--- config.mk ---
export PLATFORM = sky130hd
export DESIGN_NAME = tpwm_top
export DESIGN_NICKNAME = d
export VERILOG_FILES = /design/src/rtl/tpwm_pkg.sv /design/src/rtl/tpwm_top.sv
export VERILOG_INCLUDE_DIRS = /design/src /design/src/rtl
export SDC_FILE = /design/constraint.sdc
export NUM_CORES = 1
export LEC_CHECK = 0
export BUFFER_PORTS_ARGS = -buffer_cell sky130_fd_sc_hd__buf_4
export CAP_MARGIN = 30
export CORE_MARGIN = 3
export CORE_UTILIZATION = 30
export DETAILED_ROUTE_END_ITERATION = 8
export SLEW_MARGIN = 20
export SYNTH_ARGS = -nofsm -noshare
export SYNTH_HDL_FRONTEND = slang
export SYNTH_SLANG_ARGS = --single-unit
export TNS_END_PERCENT = 1
--- constraint.sdc ---
create_clock -name CLOCK -period 3.3 [get_ports CLOCK]
set_input_delay 0.33 -clock CLOCK [delete_from_list [all_inputs] [get_ports CLOCK]]
set_output_delay 0.33 -clock CLOCK [all_outputs]
set_load 0.03 [all_outputs]
--- src/rtl/tpwm_consts.svh ---
// Register offsets, field positions, reset values and timing counts of the timer pair
`ifndef TPWM_CONSTS_SVH
`define TPWM_CONSTS_SVH
`define TPWM_OFF_RUN        12'h000
`define TPWM_OFF_MODE       12'h004
`define TPWM_OFF_LCMP       12'h008
`define TPWM_OFF_UCMP       12'h00c
`define TPWM_OFF_FFCR       12'h010
`define TPWM_OFF_STAT       12'h014
`define TPWM_RUN_LOWER      0
`define TPWM_RUN_UPPER      1
`define TPWM_RUN_PRESCALE   7
`define TPWM_MODE_LCLK_LSB  0
`define TPWM_MODE_UCLK_LSB  2
`define TPWM_MODE_CYC_LSB   4
`define TPWM_MODE_PAIR_LSB  6
`define TPWM_FF_SRC         0
`define TPWM_FF_CTL_LSB     1
`define TPWM_FF_INV_EN      3
`define TPWM_FF_DBUF_EN     4
`define TPWM_FF_CLEAR       2'h1
`define TPWM_FF_SET         2'h0
`define TPWM_RST_BYTE       8'h00
`define TPWM_DIV_FINE       8
`endif

--- src/rtl/tpwm_pkg.sv ---
// Types of the timer pair with PWM mode
package tpwm_pkg;
    typedef enum logic [1:0] {
        TPWM_PAIR_TWO8,
        TPWM_PAIR_CAS16,
        TPWM_PAIR_PPG,
        TPWM_PAIR_PWM
    } tpwm_pair_t;
endpackage

--- src/rtl/tpwm_top.sv ---
// Dual 8-bit timer pair with 8-bit PWM mode and APB register slave
//
// Behaviour
// - PWM runs only on the lower timer, resolution up to 8 bits.
// - PWM waveform from lower timer drives the pair output pin.
// - Upper timer still works as independent 8-bit interval timer during PWM.
// - Output flip-flop toggles on compare match and on 2^n overflow.
// - Lower counter clears to zero at each 2^n overflow in PWM.
// - With double buffer on, buffer loads compare register at 2^n overflow.
// - Pair mode 00 two timers, 01 cascade, 10 PPG, 11 PWM; here 01 and 10 have no cascade or PPG logic, the flip-flop never toggles.
// - Cycle select 01, 10, 11 gives 2^6, 2^7, 2^8 periods.
// - Two-timer mode: source bit picks lower or upper match to toggle.
// - In mode 11 upper timer uses taps 01/10/11, its flip-flop output off.
// - Clearing run bit stops lower timer, clears counter; software restarts it.
// - One control write clears flip-flop, enables inversion and double buffer.
//
// The implementer's own choices: the APB interface to the registers and the register addresses.
`timescale 1ns/1ps
`include "tpwm_consts.svh"

module tpwm_top
    import tpwm_pkg::*;
#(
    parameter int PRESCALE_BITS = 10
) (
    input  wire logic        CLOCK,
    input  wire logic        NRST,
    input  wire logic        PSEL,
    input  wire logic        PENABLE,
    input  wire logic        PWRITE,
    input  wire logic [11:0] PADDR,
    input  wire logic [31:0] PWDATA,
    output logic      [31:0] PRDATA,
    output logic             PREADY,
    output logic             PSLVERR,
    input  wire logic        LOWER_EXT_CLK,
    output logic             PAIR_OUTPUT_PIN
);

    ////////////////////////////////////////////////////////////////////////////
    // Taps reach bit 9, so a shorter prescaler cannot serve the upper timer
    if (PRESCALE_BITS < 10 || PRESCALE_BITS > 16) begin : g_bad_prescale
        $error("PRESCALE_BITS must lie in 10..16");
    end

    typedef struct packed {
        logic [PRESCALE_BITS-1:0] presc;
        logic                     ext_s1;
        logic                     ext_s2;
        logic                     ext_s3;
        logic                     run_lower;
        logic                     run_upper;
        logic                     run_presc;
        logic [1:0]               lower_clock_select;
        logic [1:0]               upper_clock_select;
        logic [1:0]               pwm_cycle_select;
        tpwm_pair_t               pair_mode_select;
        logic [7:0]               lower_compare_reg;
        logic [7:0]               lower_buffer;
        logic [7:0]               upper_compare_reg;
        logic [7:0]               lower_up_counter;
        logic [7:0]               upper_counter;
        logic                     flipflop_source_select;
        logic                     inv_en;
        logic                     dbuf_en;
        logic                     output_flipflop;
        logic                     pin;
        logic [31:0]              prdata;
        logic                     pready;
        logic                     pslverr;
    } tpwm_state_t;

    tpwm_state_t s_q;
    tpwm_state_t s_d;

    logic                     lower_tick;
    logic                     upper_tick;
    logic                     lower_match;
    logic                     upper_match;
    logic                     ovf;
    logic [8:0]               period;
    logic                     toggle;
    logic                     wr;
    logic                     rd;
    logic [PRESCALE_BITS-1:0] presc_nx;

    ////////////////////////////////////////////////////////////////////////////
    // Tap pulses: one-cycle enables on a bit rising out of the prescaler
    function automatic logic tap(input logic [PRESCALE_BITS-1:0] o,
                                 input logic [PRESCALE_BITS-1:0] n, input int b);
        return !o[b] && n[b];
    endfunction

    always_comb begin
        presc_nx = s_q.run_presc ? s_q.presc + 1'b1 : s_q.presc;
        case (s_q.lower_clock_select)
            2'h0:    lower_tick = s_q.ext_s2 && !s_q.ext_s3;
            2'h1:    lower_tick = tap(s_q.presc, presc_nx, 2);
            2'h2:    lower_tick = tap(s_q.presc, presc_nx, 4);
            default: lower_tick = tap(s_q.presc, presc_nx, 6);
        endcase
        lower_tick = lower_tick && s_q.run_lower;
        // Upper timer clocking; mode 11 cannot use lower match
        case (s_q.upper_clock_select)
            // Count match events, not cycles spent at the match value
            2'h0:    upper_tick = (s_q.pair_mode_select == TPWM_PAIR_TWO8)
                                  && lower_tick && lower_match;
            2'h1:    upper_tick = tap(s_q.presc, presc_nx, 2);
            2'h2:    upper_tick = tap(s_q.presc, presc_nx, 6);
            default: upper_tick = tap(s_q.presc, presc_nx, 9);
        endcase
        upper_tick = upper_tick && s_q.run_upper;
    end

    ////////////////////////////////////////////////////////////////////////////
    always_comb begin
        // Cycle select decode
        case (s_q.pwm_cycle_select)
            2'h1:    period = 9'h040;
            2'h2:    period = 9'h080;
            default: period = 9'h100;
        endcase
        lower_match = s_q.lower_up_counter == s_q.lower_compare_reg;
        upper_match = s_q.upper_counter == s_q.upper_compare_reg;
        ovf = (s_q.pair_mode_select == TPWM_PAIR_PWM) && lower_tick
            && ({1'b0, s_q.lower_up_counter} == period - 9'h001);
        // Mode decode selects what toggles the flip-flop
        case (s_q.pair_mode_select)
            TPWM_PAIR_TWO8:  toggle = s_q.flipflop_source_select
                                    ? (upper_tick && upper_match)
                                    : (lower_tick && lower_match);
            TPWM_PAIR_CAS16: toggle = 1'b0;
            TPWM_PAIR_PPG:   toggle = 1'b0;
            TPWM_PAIR_PWM:   toggle = (lower_tick && lower_match) || ovf;
            default:         toggle = 1'b0;
        endcase
        wr = PSEL && PENABLE && PWRITE && !s_q.pready;
        rd = PSEL && PENABLE && !PWRITE && !s_q.pready;
    end

    ////////////////////////////////////////////////////////////////////////////
    always_comb begin
        s_d         = s_q;
        s_d.presc   = presc_nx;
        s_d.ext_s1  = LOWER_EXT_CLK;
        s_d.ext_s2  = s_q.ext_s1;
        s_d.ext_s3  = s_q.ext_s2;
        s_d.pready  = 1'b0;
        s_d.pslverr = 1'b0;
        if (!s_q.run_presc) begin
            s_d.presc = '0;
        end

        // Lower counter; overflow clears it in PWM
        if (!s_q.run_lower) begin
            s_d.lower_up_counter = `TPWM_RST_BYTE;
        end else if (ovf) begin
            s_d.lower_up_counter = `TPWM_RST_BYTE;
        end else if (lower_tick) begin
            if (s_q.pair_mode_select == TPWM_PAIR_TWO8 && lower_match) begin
                s_d.lower_up_counter = `TPWM_RST_BYTE;
            end else begin
                s_d.lower_up_counter = s_q.lower_up_counter + 8'h01;
            end
        end
        // Double buffer transfer on overflow
        if (ovf && s_q.dbuf_en) begin
            s_d.lower_compare_reg = s_q.lower_buffer;
        end

        if (!s_q.run_upper) begin
            s_d.upper_counter = `TPWM_RST_BYTE;
        end else if (upper_tick) begin
            s_d.upper_counter = upper_match ? `TPWM_RST_BYTE : s_q.upper_counter + 8'h01;
        end

        if (toggle && s_q.inv_en) begin
            s_d.output_flipflop = !s_q.output_flipflop;
        end
        // Pin follows lower-timer flip-flop in PWM
        s_d.pin = s_q.output_flipflop;

        if (wr) begin
            s_d.pready = 1'b1;
            case (PADDR)
                `TPWM_OFF_RUN: begin
                    s_d.run_lower = PWDATA[`TPWM_RUN_LOWER];
                    s_d.run_upper = PWDATA[`TPWM_RUN_UPPER];
                    s_d.run_presc = PWDATA[`TPWM_RUN_PRESCALE];
                end
                `TPWM_OFF_MODE: begin
                    s_d.lower_clock_select = PWDATA[`TPWM_MODE_LCLK_LSB +: 2];
                    s_d.upper_clock_select = PWDATA[`TPWM_MODE_UCLK_LSB +: 2];
                    s_d.pwm_cycle_select   = PWDATA[`TPWM_MODE_CYC_LSB +: 2];
                    s_d.pair_mode_select   = tpwm_pair_t'(PWDATA[`TPWM_MODE_PAIR_LSB +: 2]);
                end
                `TPWM_OFF_LCMP: begin
                    // Buffered write lands at next overflow only
                    s_d.lower_buffer = PWDATA[7:0];
                    if (!s_q.dbuf_en || s_q.pair_mode_select != TPWM_PAIR_PWM) begin
                        s_d.lower_compare_reg = PWDATA[7:0];
                    end
                end
                `TPWM_OFF_UCMP: s_d.upper_compare_reg = PWDATA[7:0];
                `TPWM_OFF_FFCR: begin
                    // Single write: clear, inversion and buffer together
                    s_d.flipflop_source_select = PWDATA[`TPWM_FF_SRC];
                    s_d.inv_en  = PWDATA[`TPWM_FF_INV_EN];
                    s_d.dbuf_en = PWDATA[`TPWM_FF_DBUF_EN];
                    if (PWDATA[`TPWM_FF_CTL_LSB +: 2] == `TPWM_FF_CLEAR) begin
                        s_d.output_flipflop = 1'b0;
                    end else if (PWDATA[`TPWM_FF_CTL_LSB +: 2] == `TPWM_FF_SET) begin
                        s_d.output_flipflop = 1'b1;
                    end
                end
                default: s_d.pslverr = 1'b1;
            endcase
        end

        if (rd) begin
            s_d.pready = 1'b1;
            s_d.prdata = '0;
            case (PADDR)
                `TPWM_OFF_RUN:  s_d.prdata = {24'h0, s_q.run_presc, 5'h0,
                                               s_q.run_upper, s_q.run_lower};
                `TPWM_OFF_MODE: s_d.prdata = {24'h0, s_q.pair_mode_select,
                                               s_q.pwm_cycle_select, s_q.upper_clock_select,
                                               s_q.lower_clock_select};
                `TPWM_OFF_LCMP: s_d.prdata = {24'h0, s_q.lower_compare_reg};
                `TPWM_OFF_UCMP: s_d.prdata = {24'h0, s_q.upper_compare_reg};
                `TPWM_OFF_FFCR: s_d.prdata = {27'h0, s_q.dbuf_en, s_q.inv_en, 2'h0,
                                               s_q.flipflop_source_select};
                // Live state, read-only
                `TPWM_OFF_STAT: s_d.prdata = {15'h0, s_q.output_flipflop,
                                               s_q.upper_counter, s_q.lower_up_counter};
                default:        s_d.pslverr = 1'b1;
            endcase
        end
    end

    ////////////////////////////////////////////////////////////////////////////
    always_ff @(posedge CLOCK) begin
        if (!NRST) begin
            s_q <= '0;
        end else begin
            s_q <= s_d;
        end
    end

    assign PRDATA          = s_q.prdata;
    assign PREADY          = s_q.pready;
    assign PSLVERR         = s_q.pslverr;
    assign PAIR_OUTPUT_PIN = s_q.pin;

    ////////////////////////////////////////////////////////////////////////////
    AST_OVF_CLEARS: assert property (@(posedge CLOCK) disable iff (!NRST)
        ovf && !(wr && PADDR == `TPWM_OFF_RUN) |=> s_q.lower_up_counter == 8'h00)
        else $error("counter not cleared at overflow");
    AST_STOP_CLEARS: assert property (@(posedge CLOCK) disable iff (!NRST)
        !s_q.run_lower |=> s_q.lower_up_counter == 8'h00)
        else $error("stopped counter not zero");
    AST_DBUF_LOAD: assert property (@(posedge CLOCK) disable iff (!NRST)
        ovf && s_q.dbuf_en && !wr |=> s_q.lower_compare_reg == $past(s_q.lower_buffer))
        else $error("buffer not transferred");
    AST_PWM_TOGGLE: assert property (@(posedge CLOCK) disable iff (!NRST)
        s_q.pair_mode_select == TPWM_PAIR_PWM && s_q.inv_en && ovf && !wr
        |=> s_q.output_flipflop != $past(s_q.output_flipflop))
        else $error("no toggle at overflow");
    AST_PIN_FOLLOW: assert property (@(posedge CLOCK) disable iff (!NRST)
        ##1 PAIR_OUTPUT_PIN == $past(s_q.output_flipflop))
        else $error("pin does not follow flip-flop");
    AST_PERIOD_MAX: assert property (@(posedge CLOCK) disable iff (!NRST)
        s_q.pair_mode_select == TPWM_PAIR_PWM && s_q.pwm_cycle_select == 2'h1
        && s_q.lower_up_counter < 8'h40 && !wr |=> s_q.lower_up_counter < 8'h40)
        else $error("counter passed 2^6 period");
    AST_UPPER_RUNS: assert property (@(posedge CLOCK) disable iff (!NRST)
        s_q.pair_mode_select == TPWM_PAIR_PWM && upper_tick && !upper_match && !wr
        |=> s_q.upper_counter == $past(s_q.upper_counter) + 8'h01)
        else $error("upper timer stalled in PWM mode");
    AST_UPPER_NO_FF: assert property (@(posedge CLOCK) disable iff (!NRST)
        s_q.pair_mode_select == TPWM_PAIR_PWM && !ovf && !(lower_tick && lower_match) && !wr
        |=> s_q.output_flipflop == $past(s_q.output_flipflop))
        else $error("flip-flop moved by upper timer");
    AST_SRC_SEL: assert property (@(posedge CLOCK) disable iff (!NRST)
        s_q.pair_mode_select == TPWM_PAIR_TWO8 && s_q.flipflop_source_select
        && lower_tick && lower_match && !(upper_tick && upper_match) && !wr
        |=> $stable(s_q.output_flipflop))
        else $error("lower match toggled with upper source");
    AST_FFCR_WRITE: assert property (@(posedge CLOCK) disable iff (!NRST)
        wr && PADDR == `TPWM_OFF_FFCR && PWDATA[4:1] == 4'hd
        |=> !s_q.output_flipflop && s_q.inv_en && s_q.dbuf_en)
        else $error("flip-flop control write not applied");

    ////////////////////////////////////////////////////////////////////////////
    // Bus answer and register checks

    AST_PREADY_PULSE: assert property (@(posedge CLOCK) disable iff (!NRST)
        PREADY |=> !PREADY)
        else $error("ready held longer than one cycle");

    AST_PREADY_ANSWER: assert property (@(posedge CLOCK) disable iff (!NRST)
        PSEL && PENABLE && !PREADY |=> PREADY)
        else $error("access not answered after one wait state");

    AST_SLVERR_WITH_READY: assert property (@(posedge CLOCK) disable iff (!NRST)
        PSLVERR |-> PREADY)
        else $error("error without ready");

    AST_UNMAPPED_ERR: assert property (@(posedge CLOCK) disable iff (!NRST)
        PSEL && PENABLE && !PREADY && PADDR > `TPWM_OFF_STAT
        |=> PSLVERR)
        else $error("unmapped access without error");

    AST_RUN_WRITE: assert property (@(posedge CLOCK) disable iff (!NRST)
        wr && PADDR == `TPWM_OFF_RUN |=> s_q.run_lower == $past(PWDATA[0]))
        else $error("run bit write lost");

    AST_MODE_WRITE: assert property (@(posedge CLOCK) disable iff (!NRST)
        wr && PADDR == `TPWM_OFF_MODE
        |=> 2'(s_q.pair_mode_select) == $past(PWDATA[7:6]))
        else $error("pair mode write lost");

    AST_LCMP_DIRECT: assert property (@(posedge CLOCK) disable iff (!NRST)
        wr && PADDR == `TPWM_OFF_LCMP && !s_q.dbuf_en
        |=> s_q.lower_compare_reg == $past(PWDATA[7:0]))
        else $error("unbuffered compare write lost");

    AST_LCMP_HELD: assert property (@(posedge CLOCK) disable iff (!NRST)
        wr && PADDR == `TPWM_OFF_LCMP && s_q.dbuf_en
        && s_q.pair_mode_select == TPWM_PAIR_PWM && !ovf
        |=> $stable(s_q.lower_compare_reg))
        else $error("buffered compare applied early");

    AST_INV_OFF_HOLD: assert property (@(posedge CLOCK) disable iff (!NRST)
        !s_q.inv_en && !wr |=> $stable(s_q.output_flipflop))
        else $error("flip-flop toggled with inversion off");

    AST_UPPER_STOP: assert property (@(posedge CLOCK) disable iff (!NRST)
        !s_q.run_upper |=> s_q.upper_counter == 8'h00)
        else $error("stopped upper counter not zero");

    AST_TWO8_CLEAR: assert property (@(posedge CLOCK) disable iff (!NRST)
        s_q.pair_mode_select == TPWM_PAIR_TWO8 && lower_tick && lower_match && !wr
        |=> s_q.lower_up_counter == 8'h00)
        else $error("lower counter not cleared at match");

    AST_PERIOD_7: assert property (@(posedge CLOCK) disable iff (!NRST)
        s_q.pair_mode_select == TPWM_PAIR_PWM && s_q.pwm_cycle_select == 2'h2
        && s_q.lower_up_counter < 8'h80 && !wr
        |=> s_q.lower_up_counter < 8'h80)
        else $error("counter passed 2^7 period");

endmodule

==> metrics.txt <==
outcome=finished, final reports clean; H-tree level count=3; hold path start=LOWER_EXT_CLK; vias per inst=5.04; CTS Hold Buffers Added=0; initial antenna violation count=0; type of origin of the critical path=flop; Worst Hold Path Cells=2; part of the cycle the worst path needs=0.819; I/O Pins=85; slowest CP cell=o311ai_2; Yosys Warn Count=0; max-cap violations=0; die width=127 µm; placed cell count=701; Worst Max-Slew Pin Slew=902 ps; Clock Latency Late Sink=350 ps; reg2reg end=s_q[46]; core area=0.0141 mm²; DP Wirelength=7920 µm; Worst-path clk slew=60 ps; Placement Setup Slack=506 ps; maximum fanout along the worst path=9; Final Skew=11.9 ps; via count=3,617; RSZ-0062 raised after global routing=false; FF-to-FF setup slack=600 ps; post-route ant nets=0; CP startpoint=s_q[93]; Starting Density=0.313; fin. max-slew vios=0; Final Hold Viols=0; area delta synth->final=13.9%; WP data required=3510 ps; DRT Pass-1 Iters=6; average size of a mapped cell=8.66 µm²; leak pwr=1.74 nW; drt total wl=10,800 µm; Reg-to-Reg Start=s_q[93]; Root Buffer=clkbuf_16; pin count of the biggest net entering global routing=47; CTS tree=built; Final Wtd Congestion=0.898; maximum clock frequency=370 MHz; CP endpoint kind=flop; NumNets Final=586; DIE AREA=0.0162 mm²; CP delay by family, top=compound AO/OA/AOI/OAI gates; main flop type after synthesis=dfxtp_1; residual overflow from global routing=0; worst setup path class=flop to flop; row count=43; Die Y-Extent=127 µm; Clock Sink Count=88; Crit path arrival time=2910 ps; Syn Inst Count=509; # resized after CTS=0; min cycle time layout=2700 ps; Final Worst Setup Slack=598 ps; crit-path max cell delay=660 ps; type of the worst min-delay path=input pin to flop; number of setup buffers added after CTS=0; worst IR drop on VDD=214 µV; Diodes inserted=0; non-filler cells, final=717; Tot GR Track Use=0.137; CTS max path bufs=2; setup TNS=0 ps; mapped cell area=0.00441 mm²; post-synthesis sequential area ratio=0.400; CP cell instances=ha_1, nand3b_1, o221ai_1, and3_1, a311oi_2, o311ai_2, nor2_1; share of cells above drive strength 1=0.169; Async SR Flop Fraction=0; final setup fails=0; DR iter-0 viols=387; r2r worst-path depth=7; relative slew slack=0.399; CP Buf/Inv Count=0; power density over cell area=426 mW/mm²; #FFs+latches synth=88; post-synth cell types=52; CTS Buf Count=9; I/O Buffers=45; first-pass GRT wire length=17,700 µm; Remaining DRCs=0; Endpoint, Worst Hold=s_d[91]; vias in the first global route=3,473; detailed-route wire length per cell=15.0 µm; EDFF count, synth=0
## metrics by stage
| step | util | hold WS, ps | power (mW) | cell area [µm²] |
|---|---|---|---|---|
| 6_report | 0.356 | 200 | 2.14 | 5020 |
| 3_5_place_dp | 0.336 | 424 | 1.19 | 4730 |
| 4_1_cts | 0.356 | 188 | 2.16 | 5020 |
| 5_1_grt | 0.356 | 206 | 2.21 | 5020 |
| 3_3_place_gp | 0.336 | 428 | 1.19 | 4730 |
| 2_1_floorplan | - | 412 | 1.16 | 4460 |
## synthesized netlist by cell type, types with 6 or more instances
cell type | n | share of area
buf_4 | 32 | 0.055
xnor2_1 | 23 | 0.046
a222oi_1 | 8 | 0.018
nor4_1 | 6 | 0.0085
nor3_1 | 13 | 0.015
clkbuf_1 | 19 | 0.016
a21oi_1 | 37 | 0.042
nor2_1 | 68 | 0.058
mux2i_1 | 26 | 0.059
inv_1 | 7 | 0.0060
nand3_1 | 23 | 0.026
a211oi_2 | 8 | 0.023
nand2_1 | 56 | 0.048
and2_1 | 8 | 0.011
dfxtp_1 | 88 | 0.40
nand4_1 | 9 | 0.013
xor2_1 | 16 | 0.032
## how the worst max path moves through the flow
stage	endpoint	slack (ps)	depth (start not counted)
floorplan	s_q[76]	610	10
detailed placement	s_q[75]	510	9
global placement	s_q[75]	530	9
finish	s_q[46]	600	7
CTS	s_q[46]	600	7
global route	s_q[42]	360	7
## routing by layer
layer / global-route usage / vias to the layer above / wire, µm
met1: 0.186 / 1693 / 4970
met2: 0.211 / 132 / 4770
li1: - / 1776 / -
met5: 0 / - / 0
met4: 0.0461 / 0 / 183
met3: 0.0380 / 16 / 862
## logic make-up (layout without fill, tap and decap cells)
family                   count (synthesis)  in the layout  synth area share
flip-flops                              88             88             0.400
XOR/XNOR                                39             39            0.0775
other                                    1             15          0.000851
AO/OA/AOI/OAI                           77             77             0.125
adder cells (fa/ha/maj)                  4              4            0.0114
multiplexers                            26             26            0.0591
AND/OR/NAND/NOR                        209            209             0.237
buffers and inverters                   65             79            0.0895
## layout make-up
type / count / area [µm²]
inverter: 8 / 30.0
clock buffer: 10 / 239
multi-input combinational: 370 / 2300
clock inverter: 6 / 45.0
sequential: 88 / 1760
fill: 1462 / 9080
tap: 180 / 225
timing repair buffer: 55 / 413
## sequential cells by signal, indices dropped and copies added (netlist names)
name and cells:
PREADY 1, s_d 3, PRDATA 17, s_q 65, PAIR_OUTPUT_PIN 1, PSLVERR 1
## worst register-to-register path, delay by kind of cell (launching register included)
| family | cells | cell delay (ps) |
|---|---|---|
| compound gates | 3 | 1240 |
| simple gates | 3 | 630 |
| flops | 1 | 390 |
| fa+ha+maj | 1 | 300 |
## cells in the final DEF, fill, tap and decap left out, types with 4 or more instances in the layout
master	Yosys	final
dfxtp_1	88	88
nand2_1	56	56
buf_4	32	55
a211oi_2	8	8
mux2i_1	26	26
and2_1	8	8
a22oi_1	5	5
clkinvlp_4	0	6
nor4_1	6	6
nor3_1	13	13
conb_1	1	15
o21ai_0	5	5
xor2_1	16	16
ha_1	4	4
a21oi_1	37	37
xnor2_1	23	23
nand4_1	9	9
and3_1	5	5
clkbuf_16	0	9
inv_1	7	7
nand3_1	23	23
a222oi_1	8	8
nor2_1	68	68
## report_power, final
group          switching, mW  internal [mW]  leakage [nW]
combinational         0.0715         0.0297         0.914
sequential           0.00148           1.06         0.709
clock                  0.439          0.530         0.119
No activity file was read; power rests on OpenSTA's default activity.
